### src/design/uea_regs.vh
// register offsets, field positions and reset values of the endpoint event aggregator
`ifndef UEA_REGS_VH
`define UEA_REGS_VH

`define UEA_AW            8
`define UEA_OFF_TRANSMIT_EVENT_FLAGS      8'h00
`define UEA_OFF_TRANSMIT_EVENT_MASK     8'h04
`define UEA_OFF_RECEIVE_EVENT_FLAGS      8'h08
`define UEA_OFF_RECEIVE_EVENT_MASK     8'h0C
`define UEA_OFF_HANDSHAKE_REFUSAL_FLAGS     8'h10
`define UEA_OFF_HANDSHAKE_REFUSAL_MASK    8'h14
`define UEA_OFF_FIFO_LEVEL_WARNING_FLAGS      8'h18
`define UEA_OFF_FIFO_LEVEL_WARNING_MASK     8'h1C
`define UEA_OFF_MAIN_EVENT_FLAGS      8'h20
`define UEA_OFF_MAIN_EVENT_MASK     8'h24

`define UEA_NREG          10
`define UEA_SEL_TRANSMIT_EVENT_FLAGS      0
`define UEA_SEL_TRANSMIT_EVENT_MASK     1
`define UEA_SEL_RECEIVE_EVENT_FLAGS      2
`define UEA_SEL_RECEIVE_EVENT_MASK     3
`define UEA_SEL_HANDSHAKE_REFUSAL_FLAGS     4
`define UEA_SEL_HANDSHAKE_REFUSAL_MASK    5
`define UEA_SEL_FIFO_LEVEL_WARNING_FLAGS      6
`define UEA_SEL_FIFO_LEVEL_WARNING_MASK     7
`define UEA_SEL_MAIN_EVENT_FLAGS      8
`define UEA_SEL_MAIN_EVENT_MASK     9

`define UEA_MAIN_EVENT_FLAGS_WARN     0
`define UEA_MAIN_EVENT_FLAGS_ALT      1
`define UEA_MAIN_EVENT_FLAGS_TX       2
`define UEA_MAIN_EVENT_FLAGS_FRAME    3
`define UEA_MAIN_EVENT_FLAGS_NAK      4
`define UEA_MAIN_EVENT_FLAGS_ULD      5
`define UEA_MAIN_EVENT_FLAGS_RX       6
`define UEA_MAIN_EVENT_FLAGS_MASTER_IRQ_ENABLE     7

`define UEA_RST8          8'h00
`define UEA_EP0_CLR       4'hE
`define UEA_FW_MASK       8'hEE
`define UEA_RESP_OKAY     2'b00
`define UEA_RESP_SLVERR   2'b10

`endif

### src/design/uea_event_agg.v
// endpoint event and mask registers with main event summary, AXI4-Lite slave
`include "uea_regs.vh"

// Notes on behaviour
// - low nibble of transmit flags records transmit-done per endpoint
// - transmit-done flag clears when that endpoint's transmit status is read
// - high nibble of transmit flags records underflow, cleared by transmit status read
// - endpoint zero underflow flag is always zero
// - unmasked transmit flags drive the transmit summary bit
// - receive-complete flag sets on error or last-packet, cleared by receive status read
// - endpoint zero receive flag follows only last-packet, never error
// - receive overflow flags sit in high nibble, cleared by reading receive flags
// - unmasked receive flags drive the receive summary bit
// - IN refusal flag sets only with address enable and endpoint enable
// - OUT refusal flag same, but not when refusal comes from an overrun
// - reading refusal flags clears all of them
// - unmasked refusal events set the refusal summary bit
// - transmit level alert sets at threshold while transmission is enabled
// - transmit alert clears on FIFO write, flush or transmit-done
// - receive level alert sets at threshold for endpoints 1 to 3
// - receive alert clears on FIFO read or flush
// - unmasked alert events set the warning summary; bits 0 and 4 reserved
// - reading warning flags clears the warning summary bit
// - reading refusal flags clears the refusal summary bit
// - main mask bit 7 is master enable; main flag bit 7 reads zero
module uea_event_agg
(
	input  wire        clk_i,
	input  wire        srst_i,
	input  wire        ce_i,
	// axi4-lite slave
	input  wire [7:0]  s_axi_awaddr_i,
	input  wire        s_axi_awvalid_i,
	output wire        s_axi_awready_o,
	input  wire [31:0] s_axi_wdata_i,
	input  wire [3:0]  s_axi_wstrb_i,
	input  wire        s_axi_wvalid_i,
	output wire        s_axi_wready_o,
	output wire [1:0]  s_axi_bresp_o,
	output wire        s_axi_bvalid_o,
	input  wire        s_axi_bready_i,
	input  wire [7:0]  s_axi_araddr_i,
	input  wire        s_axi_arvalid_i,
	output wire        s_axi_arready_o,
	output wire [31:0] s_axi_rdata_o,
	output wire [1:0]  s_axi_rresp_o,
	output wire        s_axi_rvalid_o,
	input  wire        s_axi_rready_i,
	// endpoint pipe events, one bit per endpoint 0..3
	input  wire [3:0]  tx_done_i,
	input  wire [3:0]  tx_underflow_status_i,
	input  wire [3:0]  tx_stat_read_i,
	input  wire [3:0]  rx_last_i,
	input  wire [3:0]  rx_err_i,
	input  wire [3:0]  rx_overflow_i,
	input  wire [3:0]  rx_stat_read_i,
	input  wire [3:0]  nak_in_i,
	input  wire [3:0]  nak_out_i,
	input  wire [3:0]  nak_out_ovr_i,
	input  wire        addr_enable_i,
	input  wire [3:0]  endpoint_enable_i,
	// level alerts, endpoints 1..3 on bits 0..2
	input  wire [2:0]  tx_alert_threshold_hit_i,
	input  wire [2:0]  tx_enable_i,
	input  wire [2:0]  tx_fifo_write_i,
	input  wire [2:0]  tx_fifo_flush_i,
	input  wire [2:0]  rx_alert_threshold_hit_i,
	input  wire [2:0]  rx_fifo_read_i,
	input  wire [2:0]  rx_fifo_flush_i,
	// main event bits kept outside this block
	input  wire        alt_event_i,
	input  wire        frame_event_i,
	input  wire        uld_event_i,
	output wire        irq_o
);

	// one-hot register select, shared by the read and write paths
	// a miss leaves every select low, which the bus logic answers with an error
	// and the read mux with zero
	function [`UEA_NREG-1:0] reg_sel;
		input [`UEA_AW-1:0] a;
		begin
			reg_sel = {`UEA_NREG{1'b0}};
			case (a)
				`UEA_OFF_TRANSMIT_EVENT_FLAGS:   reg_sel[`UEA_SEL_TRANSMIT_EVENT_FLAGS] = 1'b1;
				`UEA_OFF_TRANSMIT_EVENT_MASK:  reg_sel[`UEA_SEL_TRANSMIT_EVENT_MASK] = 1'b1;
				`UEA_OFF_RECEIVE_EVENT_FLAGS:   reg_sel[`UEA_SEL_RECEIVE_EVENT_FLAGS] = 1'b1;
				`UEA_OFF_RECEIVE_EVENT_MASK:  reg_sel[`UEA_SEL_RECEIVE_EVENT_MASK] = 1'b1;
				`UEA_OFF_HANDSHAKE_REFUSAL_FLAGS:  reg_sel[`UEA_SEL_HANDSHAKE_REFUSAL_FLAGS] = 1'b1;
				`UEA_OFF_HANDSHAKE_REFUSAL_MASK: reg_sel[`UEA_SEL_HANDSHAKE_REFUSAL_MASK] = 1'b1;
				`UEA_OFF_FIFO_LEVEL_WARNING_FLAGS:   reg_sel[`UEA_SEL_FIFO_LEVEL_WARNING_FLAGS] = 1'b1;
				`UEA_OFF_FIFO_LEVEL_WARNING_MASK:  reg_sel[`UEA_SEL_FIFO_LEVEL_WARNING_MASK] = 1'b1;
				`UEA_OFF_MAIN_EVENT_FLAGS:   reg_sel[`UEA_SEL_MAIN_EVENT_FLAGS] = 1'b1;
				`UEA_OFF_MAIN_EVENT_MASK:  reg_sel[`UEA_SEL_MAIN_EVENT_MASK] = 1'b1;
				default:         reg_sel = {`UEA_NREG{1'b0}};
			endcase
		end
	endfunction

	// bus state
	// write address and data may arrive apart; the got flags hold the early one
	// only byte lane 0 carries register data, the upper lanes are ignored
	reg                 awready_r;
	reg                 wready_r;
	reg                 bvalid_r;
	reg  [1:0]          bresp_r;
	reg                 arready_r;
	reg                 rvalid_r;
	reg  [1:0]          rresp_r;
	reg  [31:0]         rdata_r;
	reg                 aw_got_r;
	reg                 w_got_r;
	reg  [`UEA_AW-1:0]  awaddr_r;
	reg  [7:0]          wdata_r;
	reg                 wlane_r;

	// event and mask state
	// each flag kind but the in and out refusals keeps its own register so set and clear terms stay per endpoint
	reg  [3:0]          tx_complete_copy_r;
	reg  [3:0]          tx_underflow_copy_r;
	reg  [3:0]          rx_complete_event_r;
	reg  [3:0]          rx_overflow_event_r;
	reg  [7:0]          handshake_refusal_flags_r;
	reg  [2:0]          tx_level_alert_r;
	reg  [2:0]          rx_level_alert_r;
	reg                 nak_sum_r;
	reg                 warn_sum_r;
	reg  [7:0]          transmit_event_mask_r;
	reg  [7:0]          receive_event_mask_r;
	reg  [7:0]          handshake_refusal_mask_r;
	reg  [7:0]          fifo_level_warning_mask_r;
	reg  [7:0]          main_event_mask_r;
	reg                 irq_r;

	// handshakes on the five channels
	// wr_do fires once both halves are present and no response is waiting;
	// holding it back while bvalid stands keeps one write in flight at a time
	wire                aw_fire = s_axi_awvalid_i & awready_r;
	wire                w_fire = s_axi_wvalid_i & wready_r;
	wire                ar_fire = s_axi_arvalid_i & arready_r;
	wire                aw_have = aw_got_r | aw_fire;
	wire                w_have = w_got_r | w_fire;
	wire                wr_do = aw_have & w_have & ~bvalid_r;
	// a beat taken earlier comes from its holding register, else straight from the bus
	wire [`UEA_AW-1:0]  wr_addr = aw_got_r ? awaddr_r : s_axi_awaddr_i;
	wire [7:0]          wr_data = w_got_r ? wdata_r : s_axi_wdata_i[7:0];
	wire                wr_lane = w_got_r ? wlane_r : s_axi_wstrb_i[0];
	wire [`UEA_NREG-1:0] wsel = reg_sel(wr_addr);
	wire [`UEA_NREG-1:0] rsel = reg_sel(s_axi_araddr_i);
	wire                wr_en = wr_do & wr_lane;
	wire                bvalid_nxt = wr_do | (bvalid_r & ~s_axi_bready_i);
	wire                rvalid_nxt = ar_fire | (rvalid_r & ~s_axi_rready_i);
	wire                aw_got_nxt = aw_have & ~wr_do;
	wire                w_got_nxt = w_have & ~wr_do;

	// read side effects happen when the address is taken
	// clearing on the address edge means a stalled rready cannot lose an event:
	// the data returned already holds the value captured before the clear
	wire                rd_receive_event_flags = ar_fire & rsel[`UEA_SEL_RECEIVE_EVENT_FLAGS];
	wire                rd_handshake_refusal_flags = ar_fire & rsel[`UEA_SEL_HANDSHAKE_REFUSAL_FLAGS];
	wire                rd_fifo_level_warning_flags = ar_fire & rsel[`UEA_SEL_FIFO_LEVEL_WARNING_FLAGS];

	// transmit flags; set terms are or-ed last so a same-cycle event beats the clear
	// endpoint zero cannot underflow because it stores a whole packet first
	wire [3:0] tx_complete_copy_nxt = (tx_complete_copy_r & ~tx_stat_read_i)
		| tx_done_i;
	wire [3:0] tx_underflow_copy_nxt = ((tx_underflow_copy_r & ~tx_stat_read_i)
		| tx_underflow_status_i) & `UEA_EP0_CLR;

	// receive flags; endpoint zero errors never raise the flag
	// a corrupted control packet is dropped so a repeated setup can still land
	wire [3:0] rx_set = rx_last_i | (rx_err_i & `UEA_EP0_CLR);
	wire [3:0] rx_complete_event_nxt = (rx_complete_event_r & ~rx_stat_read_i)
		| rx_set;
	// overflow clears on a read of the receive flags, unlike the complete bits
	wire [3:0] rx_overflow_event_nxt = (rd_receive_event_flags ? 4'h0 : rx_overflow_event_r)
		| rx_overflow_i;

	// refusal flags need both the address and the endpoint enabled
	// an OUT refusal caused by an overrun already shows as an overflow flag,
	// so it is kept out of the refusal flags
	wire [3:0] nak_ok = {4{addr_enable_i}} & endpoint_enable_i;
	wire [3:0] nak_in_set = nak_in_i & nak_ok;
	wire [3:0] nak_out_set = nak_out_i & ~nak_out_ovr_i & nak_ok;
	// in and out refusals share one register, in below out
	wire [7:0] nak_set = {nak_out_set, nak_in_set};
	wire [7:0] handshake_refusal_flags_nxt =
		(rd_handshake_refusal_flags ? 8'h00 : handshake_refusal_flags_r) | nak_set;

	// level alerts for endpoints 1..3
	// the threshold compare lives with the fifo; this block only sees its hit strobe
	// a set in the same cycle as a clear wins, so a fresh hit is never lost
	wire [2:0] txw_set = tx_alert_threshold_hit_i & tx_enable_i;
	// transmit-done of endpoints 1..3 also ends their warning
	wire [2:0] txw_clr = tx_fifo_write_i | tx_fifo_flush_i | tx_done_i[3:1];
	wire [2:0] tx_level_alert_nxt = (tx_level_alert_r & ~txw_clr) | txw_set;
	wire [2:0] rxw_set = rx_alert_threshold_hit_i;
	wire [2:0] rxw_clr = rx_fifo_read_i | rx_fifo_flush_i;
	wire [2:0] rx_level_alert_nxt = (rx_level_alert_r & ~rxw_clr) | rxw_set;

	// assembled views of the flag registers
	// reserved warning positions are tied low here and in the mask
	wire [7:0] transmit_event_flags = {tx_underflow_copy_r, tx_complete_copy_r};
	wire [7:0] receive_event_flags = {rx_overflow_event_r, rx_complete_event_r};
	wire [7:0] fifo_level_warning_flags = {rx_level_alert_r, 1'b0,
		tx_level_alert_r, 1'b0};
	wire [7:0] fw_set = {rxw_set, 1'b0, txw_set, 1'b0};

	// summaries: transmit and receive follow the masked flags as levels
	// refusal and warning summaries are sticky: they latch an unmasked event
	// as it occurs and drop only when their flag register is read; unmasking
	// an old flag later does not raise them
	wire tx_sum = |(transmit_event_flags & transmit_event_mask_r);
	wire rx_sum = |(receive_event_flags & receive_event_mask_r);
	wire nak_hit = |(nak_set & handshake_refusal_mask_r);
	wire fw_hit = |(fw_set & fifo_level_warning_mask_r & `UEA_FW_MASK);
	wire nak_sum_nxt = (nak_sum_r & ~rd_handshake_refusal_flags) | nak_hit;
	wire warn_sum_nxt = (warn_sum_r & ~rd_fifo_level_warning_flags) | fw_hit;

	// main flags; bit 7 is not a flag and always reads zero
	// alternate, frame and unlock bits come from logic outside this block
	wire [7:0] main_event_flags = {1'b0, rx_sum, uld_event_i, nak_sum_r,
		frame_event_i, tx_sum, alt_event_i, warn_sum_r};
	// registered so the request pin is glitch free; it lags its cause by one edge
	wire irq_nxt = main_event_mask_r[`UEA_MAIN_EVENT_FLAGS_MASTER_IRQ_ENABLE]
		& |(main_event_flags[6:0] & main_event_mask_r[6:0]);

	// read data mux, unmapped addresses return zero
	// driven from the one-hot select so the priority order never matters
	reg  [7:0] rd_mux;
	always @*
	begin
		rd_mux = 8'h00;
		case (1'b1)
			rsel[`UEA_SEL_TRANSMIT_EVENT_FLAGS]:   rd_mux = transmit_event_flags;
			rsel[`UEA_SEL_TRANSMIT_EVENT_MASK]:  rd_mux = transmit_event_mask_r;
			rsel[`UEA_SEL_RECEIVE_EVENT_FLAGS]:   rd_mux = receive_event_flags;
			rsel[`UEA_SEL_RECEIVE_EVENT_MASK]:  rd_mux = receive_event_mask_r;
			rsel[`UEA_SEL_HANDSHAKE_REFUSAL_FLAGS]:  rd_mux = handshake_refusal_flags_r;
			rsel[`UEA_SEL_HANDSHAKE_REFUSAL_MASK]: rd_mux = handshake_refusal_mask_r;
			rsel[`UEA_SEL_FIFO_LEVEL_WARNING_FLAGS]:   rd_mux = fifo_level_warning_flags;
			rsel[`UEA_SEL_FIFO_LEVEL_WARNING_MASK]:  rd_mux = fifo_level_warning_mask_r;
			rsel[`UEA_SEL_MAIN_EVENT_FLAGS]:   rd_mux = main_event_flags;
			rsel[`UEA_SEL_MAIN_EVENT_MASK]:  rd_mux = main_event_mask_r;
			default:               rd_mux = 8'h00;
		endcase
	end

	// bus slave; all state freezes while ce_i is low
	// readies are registered, so each channel is refused for the cycle after
	// a transfer and the master must wait for ready before counting a beat
	always @(posedge clk_i)
	begin
		if (srst_i)
		begin
			awready_r <= 1'b0;
			wready_r  <= 1'b0;
			bvalid_r  <= 1'b0;
			bresp_r   <= `UEA_RESP_OKAY;
			arready_r <= 1'b0;
			rvalid_r  <= 1'b0;
			rresp_r   <= `UEA_RESP_OKAY;
			rdata_r   <= 32'h00000000;
			aw_got_r  <= 1'b0;
			w_got_r   <= 1'b0;
			awaddr_r  <= 8'h00;
			wdata_r   <= 8'h00;
			wlane_r   <= 1'b0;
		end
		else if (ce_i)
		begin
			// ready drops while a channel is held or a response waits
			awready_r <= ~aw_got_nxt & ~bvalid_nxt;
			wready_r  <= ~w_got_nxt & ~bvalid_nxt;
			arready_r <= ~rvalid_nxt;
			aw_got_r  <= aw_got_nxt;
			w_got_r   <= w_got_nxt;
			bvalid_r  <= bvalid_nxt;
			rvalid_r  <= rvalid_nxt;
			if (aw_fire)
				awaddr_r <= s_axi_awaddr_i;
			if (w_fire)
			begin
				wdata_r <= s_axi_wdata_i[7:0];
				wlane_r <= s_axi_wstrb_i[0];
			end
			// the response code stands until the next write completes
			if (wr_do)
				bresp_r <= (|wsel) ? `UEA_RESP_OKAY : `UEA_RESP_SLVERR;
			// read data is captured once at the address edge and held while rvalid stands
			if (ar_fire)
			begin
				rdata_r <= {24'h000000, rd_mux};
				rresp_r <= (|rsel) ? `UEA_RESP_OKAY : `UEA_RESP_SLVERR;
			end
		end
	end

	// mask registers, written through byte lane 0 only
	// reserved warning mask bits cannot be set, so they always read back zero
	// a write with byte lane 0 off is answered but changes nothing
	always @(posedge clk_i)
	begin
		if (srst_i)
		begin
			transmit_event_mask_r     <= `UEA_RST8;
			receive_event_mask_r      <= `UEA_RST8;
			handshake_refusal_mask_r  <= `UEA_RST8;
			fifo_level_warning_mask_r <= `UEA_RST8;
			main_event_mask_r         <= `UEA_RST8;
		end
		else if (ce_i && wr_en)
		begin
			if (wsel[`UEA_SEL_TRANSMIT_EVENT_MASK])
				transmit_event_mask_r <= wr_data;
			if (wsel[`UEA_SEL_RECEIVE_EVENT_MASK])
				receive_event_mask_r <= wr_data;
			if (wsel[`UEA_SEL_HANDSHAKE_REFUSAL_MASK])
				handshake_refusal_mask_r <= wr_data;
			if (wsel[`UEA_SEL_FIFO_LEVEL_WARNING_MASK])
				fifo_level_warning_mask_r <= wr_data & `UEA_FW_MASK;
			if (wsel[`UEA_SEL_MAIN_EVENT_MASK])
				main_event_mask_r <= wr_data;
		end
	end

	// event flags and summaries; writes to flag registers are ignored
	// flag registers are read-only to software; a write there only gets OKAY
	// while ce_i is low every flag holds and strobes arriving then are lost,
	// so the pipes must keep the enable high while they raise events
	always @(posedge clk_i)
	begin
		if (srst_i)
		begin
			tx_complete_copy_r        <= 4'h0;
			tx_underflow_copy_r       <= 4'h0;
			rx_complete_event_r       <= 4'h0;
			rx_overflow_event_r       <= 4'h0;
			handshake_refusal_flags_r <= `UEA_RST8;
			tx_level_alert_r          <= 3'h0;
			rx_level_alert_r          <= 3'h0;
			nak_sum_r                 <= 1'b0;
			warn_sum_r                <= 1'b0;
			irq_r                     <= 1'b0;
		end
		else if (ce_i)
		begin
			tx_complete_copy_r        <= tx_complete_copy_nxt;
			tx_underflow_copy_r       <= tx_underflow_copy_nxt;
			rx_complete_event_r       <= rx_complete_event_nxt;
			rx_overflow_event_r       <= rx_overflow_event_nxt;
			handshake_refusal_flags_r <= handshake_refusal_flags_nxt;
			tx_level_alert_r          <= tx_level_alert_nxt;
			rx_level_alert_r          <= rx_level_alert_nxt;
			nak_sum_r                 <= nak_sum_nxt;
			warn_sum_r                <= warn_sum_nxt;
			irq_r                     <= irq_nxt;
		end
	end

	// all outputs straight from flops
	// nothing combinational reaches a pin
	assign s_axi_awready_o = awready_r;
	assign s_axi_wready_o  = wready_r;
	assign s_axi_bvalid_o  = bvalid_r;
	assign s_axi_bresp_o   = bresp_r;
	assign s_axi_arready_o = arready_r;
	assign s_axi_rvalid_o  = rvalid_r;
	assign s_axi_rresp_o   = rresp_r;
	assign s_axi_rdata_o   = rdata_r;
	assign irq_o           = irq_r;

endmodule // uea_event_agg

### config.mk
export PLATFORM = sky130hd
export DESIGN_NAME = uea_event_agg
export DESIGN_NICKNAME = d
export VERILOG_FILES = /design/src/design/uea_event_agg.v
export VERILOG_INCLUDE_DIRS = /design/src /design/src/design
export SDC_FILE = /design/constraint.sdc
export NUM_CORES = 1
export LEC_CHECK = 0
export BUFFER_PORTS_ARGS = -buffer_cell sky130_fd_sc_hd__buf_2
export CELL_PAD_IN_SITES_DETAIL_PLACEMENT = 0
export CELL_PAD_IN_SITES_GLOBAL_PLACEMENT = 2
export CORE_MARGIN = 2
export CORE_UTILIZATION = 30
export CTS_BUF_LIST = sky130_fd_sc_hd__clkbuf_8 sky130_fd_sc_hd__clkbuf_16
export CTS_CLUSTER_SIZE = 8
export DETAILED_ROUTE_END_ITERATION = 10
export GPL_ROUTABILITY_DRIVEN = 1
export PLACE_DENSITY = 0.81
export SLEW_MARGIN = 20
export SYNTH_ARGS = -nofsm -noshare
export SYNTH_HDL_FRONTEND = slang
export SYNTH_SLANG_ARGS = --single-unit
### constraint.sdc
create_clock -name clk_i -period 2.4 [get_ports clk_i]
set_input_delay 0.48 -clock clk_i [delete_from_list [all_inputs] [get_ports clk_i]]
set_output_delay 0.48 -clock clk_i [all_outputs]
set_load 0.005 [all_outputs]
* Yosys cells after proc, flatten, opt, wreduce, memory -nomap -nowiden
Cells that the tools add are included.
Word-level totals: register bits 106, bits of input ports 129, word-level logic and storage cells 167
Operators by class: equal/unequal tests 18, muxes and demuxes 37, bitwise gates (word level) 65, reduce and logical (&&, ||, !) cells 19
Operator list (number):
- $mux 8 | 13
- $eq 8x5->1 const B | 8
- $and 8x8->8 | 4
- $eq 8x4->1 const B | 4
- $eq 8x6->1 const B | 4
- $and 4x4->4 | 7
- $reduce_or 8->1 | 3
- $mux 1 | 21
- $or 4x4->4 | 5
- $reduce_or 10->1 | 2
- $and 1x1->1 | 18
- $reduce_and 2->1 | 9
- $eq 8x3->1 const B | 2
- $logic_not 8->1 | 2
- $or 3x3->3 | 5
- $not 4->4 | 3
- $not 1->1 | 10
- $and 3x3->3 | 3
- $or 8x8->8 | 1
- $and 7x7->7 | 1
- $reduce_or 7->1 | 1
- $not 3->3 | 2
- $or 1x1->1 | 6
- $reduce_or 6->1 | 1
- 3 further kinds | 4

* Longest topological paths before layout
word-level depth 12, gate-level depth with buffers 7, depth with buffers taken out 5

* Worst setup path after synthesis
OpenSTA, ideal clock, no wires.
path type input to register, start in s_axi_araddr_i[4], end reg rdata_r[0], in the netlist s_axi_rdata_o[0], setup time 0.071 ns, arrival time 2.119 ns, slack 0.211 ns, cell stages on the path 6, buffers on the path 1, cell sequence clkbuf_1 or4b_1 nor3_1 a221oi_1 or4_1 a21oi_1
On the way: longest elaborated chain between the ends 12, elaborated cells on any way between the ends 30, those cells by class 9 x eq/ne; 20 x mux; 1 x reduce/logical
Ends and longest elaborated chain:
- start: declaration | RTL line uea_event_agg.v:42 | input wire [7:0] s_axi_araddr_i,
- $eq 8x6->1 | RTL line uea_event_agg.v:84 | case (a)
- $mux 1 | RTL line uea_event_agg.v:84
- $mux 8 (9 in a row) | RTL line uea_event_agg.v:234 | case (1'b1)
- $mux 8 (*) | RTL line uea_event_agg.v:234
- end signal: assignment | RTL line uea_event_agg.v:293 | rdata_r <= {24'h000000, rd_mux};
- end: declaration | RTL line uea_event_agg.v:110 | reg [31:0] rdata_r;
Every way passes the cells marked *; elsewhere a longest branch is shown, timed or not. A chain may end at the register's enable or synchronous reset.

* Worst setup path in the final report
start reg aw_got_r, end reg receive_event_mask_r[5]
On the way: longest elaborated chain between the ends 6, elaborated cells on any way between the ends 9, those cells by class 1 x eq/ne; 2 x mux; 4 x bitwise; 2 x reduce/logical
Ends and longest elaborated chain:
- start: declaration | RTL line uea_event_agg.v:111 | reg aw_got_r;
- start signal: assignment | RTL line uea_event_agg.v:276 | aw_got_r <= aw_got_nxt;
- $or 1x1->1 | RTL line uea_event_agg.v:141 | wire aw_have = aw_got_r | aw_fire;
- $and 1x1->1 (2 in a row) | RTL line uea_event_agg.v:143 | wire wr_do = aw_have & w_have & ~bvalid_r;
- $and 1x1->1 | RTL line uea_event_agg.v:150 | wire wr_en = wr_do & wr_lane;
- $logic_and 1x1->1 | RTL line uea_event_agg.v:312 | else if (ce_i && wr_en)
- $reduce_and 2->1 (no line) (*)
- end signal: assignment | RTL line uea_event_agg.v:307 | receive_event_mask_r <= `UEA_RST8;
- end signal: assignment | RTL line uea_event_agg.v:317 | receive_event_mask_r <= wr_data;
- end: declaration | RTL line uea_event_agg.v:129 | reg [7:0] receive_event_mask_r;
Marked as above.

==> qor.txt <==
Finished Core Util - 36.5%
vias in the first global route - 4795
GRT Total Usage - 18.4%
worst slew pin tran - 0.920 ns
clk sinks - 104
vias per cell - 5.22
crit path launch type - flop
leading area contributor after synthesis - dfxtp_1
Synth-to-Final Area Change - 19.6%
DRC Markers - 0
Final min period - 2.25 ns
Synth Flop Type - dfxtp_1
routed via count - 5148
Die Y - 139 µm
final antenna-violating net count - 0
post-cts resize count - 0
htree depth - 3
outcome - finished clean
Antenna Cells - 0
async set-reset flop share out of synthesis - 0%
clk_lat worst skew - 0.36 ns
pin count of the biggest net entering global routing - 47
crit path capture type - flop
chip width - 139 µm
share of cells above drive strength 1 - 24.8%
most frequent cells in the layout - buf_2 (115), dfxtp_1 (104), nor2_1 (85), nand2_1 (63), a21oi_1 (50)
deepest clock path buffer count - 2
Worst Path Arrival - 2.47 ns
die area - 19400 µm²
Root Buffer Master - clkbuf_16
PwrDens - 580 nW/µm²
Final setup viols - 0
core area - 18000 µm²
Final nets - 882
worst-path fanout max - 10
drt wl/cell - 18.3 µm
post-synthesis register bit count - 104
Post-CTS Repair Setup Buffers - 0
Synth top area share - 38.0%
# port buffers - 115
Layout fillers - 1866
synth warn - 0
first-pass GRT wire length - 27.6 mm
Final Hold Vio Count - 0
HPWL Detailed - 13.9 mm
initial antenna violation count - 0
CP Class - reg -> reg
crit share post-route - 93.6%
post-synthesis sequential area ratio - 38.0%
cell count after synthesis - 638
Post-Syn Area per Cell - 8.59 µm²
I/O Pins - 171
Num CTS Buffers - 9
starting density of the core - 30.5%
Slew Viols, Final - 0
most common cell after layout, fill and taps aside - buf_2
Hold WC Path Type - in -> reg
Worst-path clk slew - 0.08 ns
CP required - 2.62 ns
post-synthesis cell type count - 63
row count - 49
Leakage - 0.00253 µW
Initial DRC Count - 366
final WL - 18.1 mm
Setup TNS - 0 ns
RSZ-0062 raised after global routing - no
Max-Cap Viols - 0
Max VDD drop - 0.402 mV
CTS tree - built
Post-synth EDFFs - 0
Worst Skew - 0.0108 ns
flop2flop setup slack - 0.15 ns
largest cells by area after synthesis - dfxtp_1 (38%), mux2i_1 (9.0%), nor2_1 (5.8%), a21oi_1 (4.6%), a22oi_1 (4.4%)
Placer Congestion - 0.903
fmax - 0.445 GHz
Detailed Routing Iterations Pass 1 - 5
# hold bufs at CTS - 0
total gr overflow - 0
mapped cell area - 5480 µm²
relative slew slack - 38.4%
## through the flow
step	area (µm²)	total power [µW]	worst slack [ns]	hold slack, ns	cells
2_1_floorplan	5570	2120	0.211	0.431	663
3_3_place_gp	6240	2290	0.107	0.439	971
3_5_place_dp	6240	2290	0.0577	0.449	971
4_1_cts	6550	3830	0.138	0.362	987
5_1_grt	6550	3970	0.0445	0.367	987
6_report	6550	3800	0.153	0.364	987
## final cells by class
class | count | area (µm²) | area share, %
multi-input combinational | 485 | 3050 | 46.6
sequential | 104 | 2080 | 31.8
timing repair buffer | 143 | 786 | 12.0
tap | 229 | 287 | 4.37
clock buffer | 9 | 225 | 3.44
clock inverter | 7 | 83.8 | 1.28
inverter | 10 | 37.5 | 0.573
## synth_stat cells, types with 3 or more instances
library cell / n
inv_1: 10
a21oi_1: 50
a221oi_1: 4
nor3_1: 11
a31oi_1: 6
nor2b_1: 3
o211ai_1: 4
a32oi_1: 5
a2bb2oi_1: 4
nand2b_1: 9
nand3_1: 17
dfxtp_1: 104
buf_4: 27
a211oi_1: 5
o21ai_1: 3
clkbuf_1: 30
buf_6: 4
nor4_4: 4
o31ai_1: 5
and3_1: 4
mux2_2: 13
nand2_1: 63
o21ai_0: 21
mux2i_1: 49
nand4_1: 10
o22ai_1: 6
a22oi_1: 32
nor2_1: 85
a222oi_1: 3
clkbuf_8: 3
and4b_1: 3
## final timing paths
path,end,cells past startpoint,start
setup reg to reg,receive_event_mask_r[5]$_SDFFE_PP0P_,6,aw_got_r$_SDFFE_PP0P_
setup / recovery,receive_event_mask_r[5]$_SDFFE_PP0P_,6,aw_got_r$_SDFFE_PP0P_
hold reg to reg,wdata_r[5]$_SDFFE_PP0P_,2,wdata_r[5]$_SDFFE_PP0P_
hold / removal,wdata_r[5]$_SDFFE_PP0P_,3,s_axi_wdata_i[5]
## where the power goes
part           internal [µW]  switching (µW)  leakage, µW
registers               1770            45.3     0.000844
clock network            830             710     0.000149
logic                    178             268      0.00154
## registers in the layout, indices dropped and copies added, names as in the netlist, 3 cells and up
signal	cells
main_event_mask_r	8
fifo_level_warning_mask_r	6
s_axi_rdata_o	8
awaddr_r	8
rx_overflow_event_r	4
handshake_refusal_flags_r	8
handshake_refusal_mask_r	8
transmit_event_mask_r	8
rx_complete_event_r	4
tx_underflow_copy_r	3
rx_level_alert_r	3
receive_event_mask_r	8
tx_complete_copy_r	4
wdata_r	8
tx_level_alert_r	3
## critical path, cell delays in order (launching register included)
cell      delay, ns
dfxtp_1        0.42
nor3_1         0.40
o211ai_1       0.41
nor4_4         0.36
buf_4          0.25
mux2i_1        0.21
nor2_1         0.05
## kinds of logic (layout without fill, tap and decap cells)
family	after synthesis	after routing	share of synthesized area, %
AOI/OAI and AO/OA	163	163	20.2
buffers and inverters	74	169	8.02
muxes	64	64	12.2
DFF	104	104	38.0
and+or+nand+nor	232	232	21.4
other	1	26	0.0685
## metal layers
layer  vias up  part of all wire [%]  track usage [%]
met5         -                     0                0
met4         0                   1.4             3.62
met3        19                   6.7             4.83
met2       207                    46             29.0
met1      2416                    46             25.4
li1       2506                     -                -
Power figures use the tool's default switching activity.
